--- src/hdl/tws_pkg.sv ---
// Notes on behaviour
// Low three address bits come from the three address-select pins.
// Open address-select pins read as zero through pad pull-downs.
// Master starts and clocks every transfer; this slave never starts one.
// Sample data on clock rise; change driven data only after clock fall.
// Clock and data inputs pass spike-suppression filtering.
// Bytes travel most significant bit first, one bit per clock.
// Each byte is eight data clocks plus one acknowledge clock.
// Master supplies byte and acknowledge clocks back to back.
// Data changes only while clock low; change while high is start/stop.
// Any number of data bytes accepted between start and stop.
// Bus idle only while clock and data are both high.
// Start is data falling while clock high; precedes every command.
// Watch for start always; ignore bus activity until one is seen.
// Stop is data rising while clock high; ends transfer, back to idle.
// Repeated start begins a new operation.
// Acknowledge by driving data low for the whole ninth clock.
// Master no-acknowledge on a read makes the slave release data.
// Invalid operations are answered with a no-acknowledge.
// Upper four address bits select sensor or memory function.
// Last address bit: one means master reads, zero means master writes.
// Acknowledge a matching address; otherwise no-acknowledge and idle.
// Clock and data are synchronised by two flip-flops before detection.
// Data output only drives low or releases, never drives high.
package tws_pkg;
   localparam int           CLK_PERIOD_NS = 8;
   localparam int           SPIKE_NS      = 16;
   localparam int           FILT_CALC     = (SPIKE_NS + CLK_PERIOD_NS - 1) / CLK_PERIOD_NS;
   localparam int           FILT_CYC      = (FILT_CALC < 1) ? 1 : FILT_CALC;
   localparam int           FILT_W        = 4;
   localparam int           BYTE_BITS     = 8;
   localparam logic [3:0]   BIT_LAST      = 4'h8;
   localparam logic [3:0]   TYPE_SENSOR   = 4'h9;
   localparam logic [3:0]   TYPE_MEMORY   = 4'ha;
   localparam int           ADDR_TYPE_HI  = 7;
   localparam int           ADDR_TYPE_LO  = 4;
   localparam int           ADDR_SEL_HI   = 3;
   localparam int           ADDR_SEL_LO   = 1;
   localparam int           ADDR_DIR_BIT  = 0;

   typedef enum logic [2:0] {
      ST_IDLE,
      ST_ADDR,
      ST_ADDR_ACK,
      ST_WR,
      ST_WR_ACK,
      ST_RD,
      ST_RD_ACK
   } tws_state_t;

   typedef struct packed {
      logic scl;
      logic sda;
   } tws_lines_t;

   typedef struct packed {
      logic       scl_rise;
      logic       scl_fall;
      logic       start;
      logic       stop;
      logic       idle;
   } tws_events_t;

   typedef struct packed {
      logic [7:0] data;
      logic       func_mem;
   } tws_rx_t;
endpackage

--- src/hdl/tws_in_filter.sv ---
`timescale 1ns/10ps
`default_nettype none
module tws_in_filter
   import tws_pkg::*;
(
   input  wire logic       sys_clk_in,
   input  wire logic       srst_in,
   input  wire tws_lines_t lines_in,
   output tws_lines_t      lines_out
);
   logic [1:0] raw;
   logic [1:0] filt;

   assign raw = {lines_in.scl, lines_in.sda};
   assign lines_out = '{scl: filt[1], sda: filt[0]};

   genvar g;
   generate
      for (g = 0; g < 2; g++) begin : g_line
         logic              meta_r;
         logic              sync_r;
         logic              out_r;
         logic [FILT_W-1:0] cnt_r;
         logic [FILT_W-1:0] cnt_nxt;

         assign cnt_nxt = (sync_r == out_r) ? '0 : cnt_r + 1'b1;
         assign filt[g] = out_r;

         // Two-stage synchroniser
         always_ff @(posedge sys_clk_in) begin
            if (srst_in) begin
               meta_r <= 1'b1;
               sync_r <= 1'b1;
            end else begin
               meta_r <= raw[g];
               sync_r <= meta_r;
            end
         end

         // Output follows only after a stable run
         always_ff @(posedge sys_clk_in) begin
            if (srst_in) begin
               out_r <= 1'b1;
               cnt_r <= '0;
            end else if (cnt_nxt == FILT_W'(FILT_CYC)) begin
               out_r <= sync_r;
               cnt_r <= '0;
            end else begin
               cnt_r <= cnt_nxt;
            end
         end
      end
   endgenerate
endmodule
`default_nettype wire

--- src/hdl/tws_cond_det.sv ---
`timescale 1ns/10ps
`default_nettype none
module tws_cond_det
   import tws_pkg::*;
(
   input  wire logic       sys_clk_in,
   input  wire logic       srst_in,
   input  wire tws_lines_t lines_in,
   output tws_events_t     events_out
);
   tws_lines_t prev_r;

   always_ff @(posedge sys_clk_in) begin
      if (srst_in) begin
         prev_r <= '{scl: 1'b1, sda: 1'b1};
      end else begin
         prev_r <= lines_in;
      end
   end

   assign events_out.scl_rise = lines_in.scl & ~prev_r.scl;
   assign events_out.scl_fall = ~lines_in.scl & prev_r.scl;
   // Data edge while clock stays high
   assign events_out.start = lines_in.scl & prev_r.scl & prev_r.sda & ~lines_in.sda;
   assign events_out.stop  = lines_in.scl & prev_r.scl & ~prev_r.sda & lines_in.sda;
   assign events_out.idle  = lines_in.scl & lines_in.sda;
endmodule
`default_nettype wire

--- src/hdl/tws_slave.sv ---
`timescale 1ns/10ps
`default_nettype none
module tws_slave
   import tws_pkg::*;
(
   input  wire logic       sys_clk_in,
   input  wire logic       srst_in,
   input  wire logic       scl_in,
   input  wire logic       sda_in,
   output logic            sda_out,
   output logic            sda_oe_out,
   input  wire logic [2:0] address_select_pins_in,
   output tws_rx_t         rx_byte_out,
   output logic            rx_valid_out,
   output logic            rd_start_out,
   output logic            tx_next_out,
   input  wire logic [7:0] tx_data_in,
   input  wire logic       refuse_in,
   output logic            busy_out,
   output logic            bus_idle_out
);
   tws_lines_t  pin_lines;
   tws_lines_t  filt;
   tws_events_t ev;
   tws_state_t  state_r;
   tws_state_t  state_nxt;
   logic [3:0]  bit_cnt_r;
   logic [7:0]  shift_r;
   logic        oe_r;
   logic        func_mem_r;
   logic [2:0]  pins_meta_r;
   logic [2:0]  pins_r;
   tws_rx_t     rx_r;
   logic        rx_valid_r;
   logic        rd_start_r;
   logic        tx_next_r;
   logic        busy_r;
   logic        idle_r;

   assign pin_lines = '{scl: scl_in, sda: sda_in};
   tws_in_filter u_filter (
      .sys_clk_in (sys_clk_in),
      .srst_in    (srst_in),
      .lines_in   (pin_lines),
      .lines_out  (filt)
   );

   tws_cond_det u_det (
      .sys_clk_in (sys_clk_in),
      .srst_in    (srst_in),
      .lines_in   (filt),
      .events_out (ev)
   );

   // Address pins, pad pull-downs make open pins read zero
   always_ff @(posedge sys_clk_in) begin
      if (srst_in) begin
         pins_meta_r <= 3'h0;
         pins_r      <= 3'h0;
      end else begin
         pins_meta_r <= address_select_pins_in;
         pins_r      <= pins_meta_r;
      end
   end

   // Device-type field test
   function automatic logic type_is(input logic [7:0] ab, input logic [3:0] typ);
      return ab[ADDR_TYPE_HI:ADDR_TYPE_LO] == typ;
   endfunction

   // Address decode
   wire [7:0] addr_byte = shift_r;
   wire       type_sens = type_is(addr_byte, TYPE_SENSOR);
   wire       type_mem  = type_is(addr_byte, TYPE_MEMORY);
   wire       sel_match = addr_byte[ADDR_SEL_HI:ADDR_SEL_LO] == pins_r;
   wire       addr_hit  = (type_sens | type_mem) & sel_match;
   wire       dir_read  = addr_byte[ADDR_DIR_BIT];
   wire       byte_full = bit_cnt_r == BIT_LAST;
   wire       rx_state  = (state_r == ST_ADDR) || (state_r == ST_WR);
   wire       fall_full = ev.scl_fall & byte_full;
   wire       load_tx   = ev.scl_fall & ((state_r == ST_ADDR_ACK & dir_read) |
                          (state_r == ST_RD_ACK));

   // Next state
   always_comb begin
      state_nxt = state_r;
      if (ev.start) begin
         state_nxt = ST_ADDR;
      end else if (ev.stop) begin
         state_nxt = ST_IDLE;
      end else begin
         case (state_r)
            ST_IDLE: state_nxt = ST_IDLE;
            ST_ADDR: begin
               if (fall_full) begin
                  state_nxt = addr_hit ? ST_ADDR_ACK : ST_IDLE;
               end
            end
            ST_ADDR_ACK: begin
               if (ev.scl_fall) begin
                  state_nxt = dir_read ? ST_RD : ST_WR;
               end
            end
            ST_WR: begin
               if (fall_full) begin
                  state_nxt = ST_WR_ACK;
               end
            end
            ST_WR_ACK: begin
               if (ev.scl_fall) begin
                  state_nxt = ST_WR;
               end
            end
            ST_RD: begin
               if (fall_full) begin
                  state_nxt = ST_RD_ACK;
               end
            end
            ST_RD_ACK: begin
               if (ev.scl_rise && filt.sda) begin
                  state_nxt = ST_IDLE;
               end else if (ev.scl_fall) begin
                  state_nxt = ST_RD;
               end
            end
            default: state_nxt = ST_IDLE;
         endcase
      end
   end

   always_ff @(posedge sys_clk_in) begin
      if (srst_in) begin
         state_r <= ST_IDLE;
      end else begin
         state_r <= state_nxt;
      end
   end

   // Bit counter and shifter
   always_ff @(posedge sys_clk_in) begin
      if (srst_in) begin
         bit_cnt_r <= 4'h0;
         shift_r   <= 8'h00;
      end else if (ev.start) begin
         bit_cnt_r <= 4'h0;
      end else if (load_tx) begin
         bit_cnt_r <= 4'h0;
         shift_r   <= tx_data_in;
      end else if (ev.scl_rise && (rx_state || state_r == ST_RD)) begin
         bit_cnt_r <= bit_cnt_r + 4'h1;
         if (rx_state) begin
            shift_r <= {shift_r[6:0], filt.sda};
         end
      end else if (ev.scl_fall && state_r == ST_RD && !byte_full) begin
         shift_r <= {shift_r[6:0], 1'b0};
      end else if (ev.scl_fall && (state_r == ST_WR_ACK || state_r == ST_ADDR_ACK)) begin
         bit_cnt_r <= 4'h0;
      end
   end

   // Open-drain data drive, updated on clock fall; also released on start, stop or a clock rise in ST_RD_ACK
   always_ff @(posedge sys_clk_in) begin
      if (srst_in) begin
         oe_r <= 1'b0;
      end else if (ev.start || ev.stop) begin
         oe_r <= 1'b0;
      end else if (ev.scl_fall) begin
         case (state_r)
            ST_ADDR:     oe_r <= byte_full & addr_hit;
            ST_WR:       oe_r <= byte_full & ~refuse_in;
            ST_ADDR_ACK: oe_r <= dir_read & ~tx_data_in[7];
            ST_RD_ACK:   oe_r <= ~tx_data_in[7];
            ST_RD:       oe_r <= ~byte_full & ~shift_r[6];
            default:     oe_r <= 1'b0;
         endcase
      end else if (ev.scl_rise && state_r == ST_RD_ACK) begin
         oe_r <= 1'b0;
      end
   end

   // User-side strobes
   always_ff @(posedge sys_clk_in) begin
      if (srst_in) begin
         rx_r       <= '0;
         rx_valid_r <= 1'b0;
         rd_start_r <= 1'b0;
         tx_next_r  <= 1'b0;
         func_mem_r <= 1'b0;
         busy_r     <= 1'b0;
         idle_r     <= 1'b1;
      end else begin
         rx_valid_r <= 1'b0;
         rd_start_r <= 1'b0;
         tx_next_r  <= 1'b0;
         busy_r     <= state_nxt != ST_IDLE;
         idle_r     <= ev.idle;
         if (ev.scl_fall && state_r == ST_ADDR && byte_full && addr_hit) begin
            func_mem_r <= type_mem;
            rd_start_r <= dir_read;
         end
         if (fall_full && state_r == ST_WR) begin
            rx_r       <= '{data: shift_r, func_mem: func_mem_r};
            rx_valid_r <= 1'b1;
         end
         if (ev.scl_rise && state_r == ST_RD_ACK && !filt.sda) begin
            tx_next_r <= 1'b1;
         end
      end
   end

   assign sda_out      = 1'b0;
   assign sda_oe_out   = oe_r;
   assign rx_byte_out  = rx_r;
   assign rx_valid_out = rx_valid_r;
   assign rd_start_out = rd_start_r;
   assign tx_next_out  = tx_next_r;
   assign busy_out     = busy_r;
   assign bus_idle_out = idle_r;
endmodule
`default_nettype wire

--- config.mk ---
export PLATFORM = sky130hd
export DESIGN_NAME = tws_slave
export DESIGN_NICKNAME = d
export VERILOG_FILES = /design/src/hdl/tws_pkg.sv /design/src/hdl/tws_in_filter.sv /design/src/hdl/tws_cond_det.sv /design/src/hdl/tws_slave.sv
export SDC_FILE = /design/constraint.sdc
export NUM_CORES = 1
export LEC_CHECK = 0
export ABC_CLOCK_PERIOD_IN_PS = 4100
export BUFFER_PORTS_ARGS = -buffer_cell sky130_fd_sc_hd__buf_4
export CORE_UTILIZATION = 35
export DETAILED_ROUTE_END_ITERATION = 8
export GPL_ROUTABILITY_DRIVEN = 0
export GPL_TIMING_DRIVEN = 0
export SYNTH_ARGS = -nofsm -noshare
export SYNTH_HDL_FRONTEND = slang
export SYNTH_SLANG_ARGS = --single-unit
--- constraint.sdc ---
create_clock -name sys_clk_in -period 4.1 [get_ports sys_clk_in]
set_input_delay 0.82 -clock sys_clk_in [delete_from_list [all_inputs] [get_ports sys_clk_in]]
set_output_delay 0.82 -clock sys_clk_in [all_outputs]
set_load 0.02 [all_outputs]
==> impl_summary.txt, run 1 <==
----------------------------------------------------
[Status]
  Result of the run ... completed

[STA]
  Clock period minus final worst setup slack ... 2.045 ns
  RSZ-0062 raised after global routing ... false
  Relative max-transition margin ... 0.6315
  Maximum frequency from static timing analysis ... 489.0 MHz
  Least setup slack across all paths after layout ... 2.055 ns
  Final Hold Fails ... 0
  Share of the cycle needed by the critical path after routing ... 0.4988
  Worst clock skew on the final layout ... 0.007007 ns
  Number of max-slew violations in the final report ... 0
  Final-layout setup total negative slack ... 0 ns
  Slew of the pin with the lowest slew margin ... 0.5527 ns
  Setup-failing EPs final ... 0
  Hold Slack ... 0.4179 ns

[Worst setup path]
  Crit path buffers/inverters ... 3
  CP max FO ... 10
  Worst reg2reg endpoint ... addr_byte[6]
  Cells along the critical path ... inv_1 > ha_1 > and3b_1 > buf_6 > o32a_1 > o22ai_4 > buf_6 > nor2_2 > a211oi_2
  Sort of element at the end of the critical path ... flop
  Setup crit start kind ... flop
  CP Class ... reg2reg
  Kind of cell adding the most delay to the critical path ... compound AO/OA/AOI/OAI gates
  Crit. path cell count ... 9
  Critical register-to-register path startpoint ... bit_cnt_r[0]
  Slowest cell on the critical path ... sky130_fd_sc_hd__dfxtp_1
  CP Data Arrival Time ... 2.27 ns
  WP data required ... 4.33 ns
  Setup slack on the worst flop-to-flop path ... 2.05 ns
  Most frequent cell on the critical path ... sky130_fd_sc_hd__buf_6
  CP max stage delay ... 0.39 ns
  FF-to-FF path depth ... 9

[Synth]
  Post-synthesis instance area ... 2407 sq um
  Parity-gate share of the synthesized area counting xor and xnor cells ... 0.05094
  Portion of netlist area occupied by mux cells ... 0.08368
  Flip-flop and latch count after synthesis ... 53
  Number of warnings reported in the yosys synthesis log ... 0
  Post-synthesis cell count ... 249
  Largest family of logic cells by synthesized area ... simple AND/OR/NAND/NOR gates
  Flip-flop cell with the highest count after synthesis ... sky130_fd_sc_hd__dfxtp_1
  Synth unique cells ... 55
  Synthesized Nets ... 269
  Synthesized-area fraction occupied by adder cells ... 0.02079
  Sequential element share of the synthesized area ... 0.4407
  Compound-Gate Fraction of Synth Area ... 0.1258
  Async set-or-reset flop fraction in the synthesized netlist ... 0
  Number of enable flip-flop cells after synthesis ... 0
  Post-Synthesis Mean Instance Area ... 9.668 sq um
  Share of synthesized cell area in and, or, nand and nor gates ... 0.2297

[Drt]
  Aggregate routed wire length ... 4703 um
  Mean routed wirelength per cell ... 12.92 um
  Detail-routed via count per cell ... 5.033
  Drt first-iter violations ... 143
  Count of unresolved DRC violations after routing ... 0
  DRT antenna net count ... 0
  Length of the first detailed-routing pass in iterations ... 5
  Vias ... 1832

[Pwr]
  Comb power frac ... 0.035
  Overall Power ... 907.3 uW
  P_leak ... 0.001045 uW
  Worst VDD drop ... 0.2273 mV
  Sw frac ... 0.2069
  Relative contribution of sequential cells to total power ... 0.575
  Cell-internal power ... 719.6 uW
  Switching Power ... 187.7 uW
  Power density over the cells ... 319.5 nW/um^2
  Share of total power in the clock network ... 0.390

[Cells and area]
  Most frequent standard cell in the layout excluding fill and tap cells ... sky130_fd_sc_hd__dfxtp_1
  Most frequent cells in the layout ... sky130_fd_sc_hd__dfxtp_1, sky130_fd_sc_hd__nor2_1, sky130_fd_sc_hd__buf_4, sky130_fd_sc_hd__mux2i_1
  Total area of multi-input combinational cells ... 1234 sq um
  Total area of sequential cells ... 1061 sq um
  Layout cells sized above 1 ... 0.2160
  Diodes inserted ... 0
  Core Util, Final ... 0.4373
  Fill cell total of the finished layout ... 648
  Number of nets in the layout ... 306
  Area Overhead vs Synth ... 17.98%

[Global route]
  Via count of the first global-routing pass ... 1662
  Combined global-route utilization of all metal layers ... 0.1424
  Total congestion overflow ... 0
  First-pass GRT wire length ... 8045 um
  Number of antenna violations at the first check in global routing ... 0
  Pin count of the biggest net entering global routing ... 17

[Clock network]
  Clock latency at the later pin of the worst-skew pair ... 0.30 ns
  Buffer depth of the longest clock path ... 2
  Inserted Clock Buffers ... 5
  Cts repair resizes ... 0
  Buffer count from post-CTS setup fixing ... 0
  CTS tree ... done
  Cell chosen for the clock root ... sky130_fd_sc_hd__clkbuf_8
  Number of sinks driven by the clock tree ... 53
  CTS clk-pin slew, worst paths ... 0.10 ns
  H-tree depth ... 2
  Hold bufs inserted after CTS ... 0

[Place]
  Worst setup timing slack at the placement stage ... 2.029 ns
  Final HPWL from detailed placement ... 3511 um
  Count of buffers from port buffering ... 30

[Hold path]
  WHS Path Cells ... 1
  Worst Hold Launch ... u_filter.g_line[0].meta_r
  Worst-case hold path end point ... u_filter.g_line[0].sync_r
  Path class of the lowest-slack min-delay path ... reg2reg

[Die]
  Die outline width ... 84.94 um
  Height of the die ... 84.94 um
  DIE AREA ... 7214 sq um
  Std-Cell Core Area ... 6495 sq um
  Initial Utilization ... 0.3706
  Number of standard-cell rows in the floorplan ... 29
  Number of top-level pins ... 32

[Flow run]
  Max-Cap Viols ... 0

----------------------------------------------------
how the worst max path moves through the flow:
stage / from / end / slack (ns)
5_1_grt: bit_cnt_r[0] / addr_byte[5] / 1.90
2_1_floorplan: bit_cnt_r[0] / addr_byte[6] / 2.24
3_3_place_gp: srst_in / rx_valid_out / 2.01
3_5_place_dp: srst_in / rx_valid_out / 2.03
6_report: bit_cnt_r[0] / addr_byte[6] / 2.05
4_1_cts: bit_cnt_r[0] / addr_byte[6] / 2.03
cells by family (layout without fill, tap and decap cells):
kind of cell	count (synthesis)	count (layout)
AOI/OAI and AO/OA	37	37
xor gates and xnor gates	14	14
adders and majority gates	4	4
buffers and inverters	20	58
DFF	53	53
muxes	20	20
other	1	1
and+or+nand+nor	100	100
through the flow:
stage          cells  cell area [sq um]
2_1_floorplan    249               2407
3_3_place_gp     356               2729
3_5_place_dp     356               2729
4_1_cts          364               2840
5_1_grt          364               2840
6_report         364               2840
area by class of cell:
class | count | share of cell area
multi-input combinational | 176 | 0.4344
sequential | 53 | 0.3736
timing repair buffer | 30 | 0.07930
tap | 77 | 0.03392
buffer | 15 | 0.03304
clock buffer | 6 | 0.02555
clock inverter | 2 | 0.01366
inverter | 5 | 0.006608
power by group through the flow:
stage / clock, uW / combinational [uW] / sequential [uW]
global placement: 0 / 31.7 / 534
global route: 388 / 34.5 / 523
CTS: 369 / 31.7 / 522
detailed placement: 0 / 31.7 / 534
floorplan: 0 / 15.4 / 534
finish: 354 / 31.4 / 522
cell usage after synthesis (all sizes together), types with 2 or more instances:
master / n / area share
o2111ai: 2 / 0.0073
dfxtp: 53 / 0.44
ha: 4 / 0.021
inv: 5 / 0.0078
a22oi: 2 / 0.0062
or2: 6 / 0.016
nand3: 7 / 0.015
nor3: 10 / 0.025
mux2i: 19 / 0.079
clkbuf: 7 / 0.011
and3b: 2 / 0.0073
a211oi: 9 / 0.036
buf: 8 / 0.028
nand2b: 9 / 0.023
o21ai: 5 / 0.010
o22ai: 2 / 0.011
a311oi: 2 / 0.0073
or3: 3 / 0.0078
nor2b: 9 / 0.023
a31oi: 5 / 0.013
nor4: 2 / 0.0052
nor3b: 2 / 0.0062
nor2: 35 / 0.060
xnor2: 5 / 0.018
nand2: 5 / 0.0078
and2: 2 / 0.0052
xor2: 9 / 0.033
routing by layer:
layer	vias to the layer above	GRT usage	part of all wire
li1	945	-	-
met1	860	0.1950	0.50
met2	22	0.2247	0.46
met3	5	0.03016	0.027
met4	0	0.04622	0.011
met5	-	0	0
sequential cells by signal (all words and copies together) (netlist names), 2 cells and up:
name / count
u_filter.g_line.meta_r: 2
bit_cnt_r: 4
state_r: 3
pins_meta_r: 3
u_filter.g_line.cnt_r: 8
u_filter.g_line.sync_r: 2
rx_byte_out: 9
addr_byte: 8
u_filter.g_line.out_r: 2
u_det.prev_r: 2
pins_r: 3
No activity file was read; power rests on OpenSTA's default activity.
==> inputs of run 2 (changes only) <==
Settings changed: ABC_AREA set to 1, ABC_CLOCK_PERIOD_IN_PS 4100 to 1700.
Clock period 4.1 ns to 1.7 ns, I/O delays scaled along.
==> impl_summary.txt, run 2 <==
----------------------------------------------------
[Status]
  Result of the run ... completed

[STA]
  Final Hold Fails ... 0
  Maximum frequency from static timing analysis ... 641.3 MHz
  Number of max-slew violations in the final report ... 0
  Hold Slack ... 0.2078 ns
  Setup-failing EPs final ... 0
  Worst clock skew on the final layout ... 0.007256 ns
  Final-layout setup total negative slack ... 0 ns
  Share of the cycle needed by the critical path after routing ... 0.9172
  RSZ-0062 raised after global routing ... false
  Clock period minus final worst setup slack ... 1.559 ns
  Least setup slack across all paths after layout ... 0.1407 ns

[Cells and area]
  Number of nets in the layout ... 378
  Max FFs per register ... 9
  Area Overhead vs Synth ... 19.04%
  Most frequent cells in the layout ... sky130_fd_sc_hd__nand2_1, sky130_fd_sc_hd__dfxtp_1, sky130_fd_sc_hd__inv_1, sky130_fd_sc_hd__buf_4, sky130_fd_sc_hd__nor2_1
  Diodes inserted ... 0
  Most frequent standard cell in the layout excluding fill and tap cells ... sky130_fd_sc_hd__nand2_1
  Fill cell total of the finished layout ... 671
  Layout cells sized above 1 ... 0.1755
  Non-Filler Instances ... 436

[Synth]
  Cell taking the most area after synthesis ... sky130_fd_sc_hd__dfxtp_1
  List of most frequent post-synthesis cells ... sky130_fd_sc_hd__nand2_1, sky130_fd_sc_hd__dfxtp_1, sky130_fd_sc_hd__inv_1
  Area share of the largest cell type after synthesis ... 0.4549
  Flip-flop and latch count after synthesis ... 53
  Portion of netlist area occupied by mux cells ... 0
  Flip-flop cell with the highest count after synthesis ... sky130_fd_sc_hd__dfxtp_1
  Async set-or-reset flop fraction in the synthesized netlist ... 0
  Parity-gate share of the synthesized area counting xor and xnor cells ... 0.01878
  Post-Synthesis Mean Instance Area ... 7.243 sq um
  Post-synthesis instance area ... 2332 sq um
  Synthesized Nets ... 342
  Share of synthesized cell area in and, or, nand and nor gates ... 0.2967
  Number of warnings reported in the yosys synthesis log ... 0
  Sequential element share of the synthesized area ... 0.4549
  Largest cells by area after synthesis ... sky130_fd_sc_hd__dfxtp_1, sky130_fd_sc_hd__nand2_1, sky130_fd_sc_hd__inv_1
  Synth unique cells ... 30
  Post-synthesis cell count ... 322
  Largest family of logic cells by synthesized area ... simple AND/OR/NAND/NOR gates
  Number of enable flip-flop cells after synthesis ... 0
  Synthesized-area fraction occupied by adder cells ... 0.02146
  Most frequent cell after synthesis ... sky130_fd_sc_hd__nand2_1
  Compound-Gate Fraction of Synth Area ... 0.1041

[Worst setup path]
  Cells along the critical path ... inv_1 > ha_1 > nand2_1 > nor2_4 > nand2_2 > inv_2 > buf_6 > nand2_2 > buf_6 > nand2_1 > a21oi_1
  Setup crit start kind ... flop
  Kind of cell adding the most delay to the critical path ... buffers and inverters
  CP max FO ... 10
  CP Class ... reg2reg
  Setup slack on the worst flop-to-flop path ... 0.14 ns
  Sort of element at the end of the critical path ... flop
  Crit path buffers/inverters ... 4
  CP max stage delay ... 0.34 ns
  WP data required ... 1.89 ns
  Slowest cell on the critical path ... sky130_fd_sc_hd__dfxtp_2
  CP Data Arrival Time ... 1.75 ns

[Drt]
  Mean routed wirelength per cell ... 11.19 um
  Detail-routed via count per cell ... 4.743
  Drt first-iter violations ... 92
  Length of the first detailed-routing pass in iterations ... 4
  DRT antenna net count ... 0
  Vias ... 2068
  Count of unresolved DRC violations after routing ... 0
  Aggregate routed wire length ... 4879 um

[Die]
  Height of the die ... 83.63 um
  Die outline width ... 83.63 um
  Std-Cell Core Area ... 6386 sq um
  Number of standard-cell rows in the floorplan ... 29
  DIE AREA ... 6994 sq um
  Number of top-level pins ... 32
  Initial Utilization ... 0.3652

[Place]
  Final HPWL from detailed placement ... 3657 um
  Worst setup timing slack at the placement stage ... 0.03474 ns
  Placed cells ... 428
  Count of buffers from port buffering ... 29

[Global route]
  First-pass GRT wire length ... 8493 um
  Pin count of the biggest net entering global routing ... 19
  Number of antenna violations at the first check in global routing ... 0
  Total congestion overflow ... 0
  Combined global-route utilization of all metal layers ... 0.1516
  Via count of the first global-routing pass ... 1919

[Clock network]
  Buffer depth of the longest clock path ... 2
  Buffer count from post-CTS setup fixing ... 0
  Inserted Clock Buffers ... 5
  Clock latency at the later pin of the worst-skew pair ... 0.31 ns
  Number of sinks driven by the clock tree ... 53
  Cell chosen for the clock root ... sky130_fd_sc_hd__clkbuf_8
  CTS tree ... done
  H-tree depth ... 2
  Hold bufs inserted after CTS ... 0
  CTS clk-pin slew, worst paths ... 0.10 ns

[Hold path]
  Path class of the lowest-slack min-delay path ... in2reg

[Pwr]
  Worst VDD drop ... 0.4323 mV
  P_leak ... 0.001309 uW
  Power density over the cells ... 796.6 nW/um^2

[Flow run]
  Max-Cap Viols ... 0

----------------------------------------------------
-- run 2: cells by family after synthesis --
kind of cell	count (synthesis)
flops	53
simple gates	161
compound gates	43
xor+xnor	5
buf+inv	55
other cells	1
fa+ha+maj	4
-- run 2: layer usage --
metal / GRT usage / vias up / share of wire
met3: 0.04550 / 10 / 0.047
met1: 0.1933 / 914 / 0.49
met4: 0.05547 / 0 / 0.018
li1: - / 1101 / -
met5: 0 / - / 0
met2: 0.2417 / 43 / 0.44
-- run 2: cell type report --
cell class / instances / area [sq um] / share of cell area
Clock buffer: 5 / 68.82 / 0.02479
Clock inverter: 3 / 47.55 / 0.01712
Multi-Input combinational cell: 214 / 1045 / 0.3763
Timing Repair Buffer: 29 / 217.7 / 0.07841
Buffer: 10 / 65.06 / 0.02343
Tap cell: 77 / 96.34 / 0.03470
Inverter: 45 / 173.9 / 0.06264
Sequential cell: 53 / 1062 / 0.3826
-- run 2: worst paths after layout --
check	cells past startpoint	start	to
worst min-delay path	2	sda_in	u_filter.g_line[0].meta_r
worst min register to register	2	pins_meta_r[0]	pins_r[0]
worst max register to register	11	bit_cnt_r[0]	rx_byte_out[5]
worst max-delay path	11	bit_cnt_r[0]	rx_byte_out[5]
-- run 2: through the flow --
stage	util	cell area (sq um)	total power, uW
4_1_cts	0.4326	2763	2238
3_3_place_gp	0.4144	2646	1360
3_5_place_dp	0.4144	2646	1361
6_report	0.4348	2776	2212
5_1_grt	0.4348	2776	2306
2_1_floorplan	-	2332	1324
-- run 2: timing repair --
item / in CTS / in global routing
setup endpoints to repair: 0 / 17
hold endpoints to repair: 0 / 0
gates resized for setup: 0 / 7
-- run 2: where the power goes --
part           switching [uW]  internal [uW]
sequential               4.63           1250
combinational            37.5           35.1
clock                     432            449
total                     474           1740
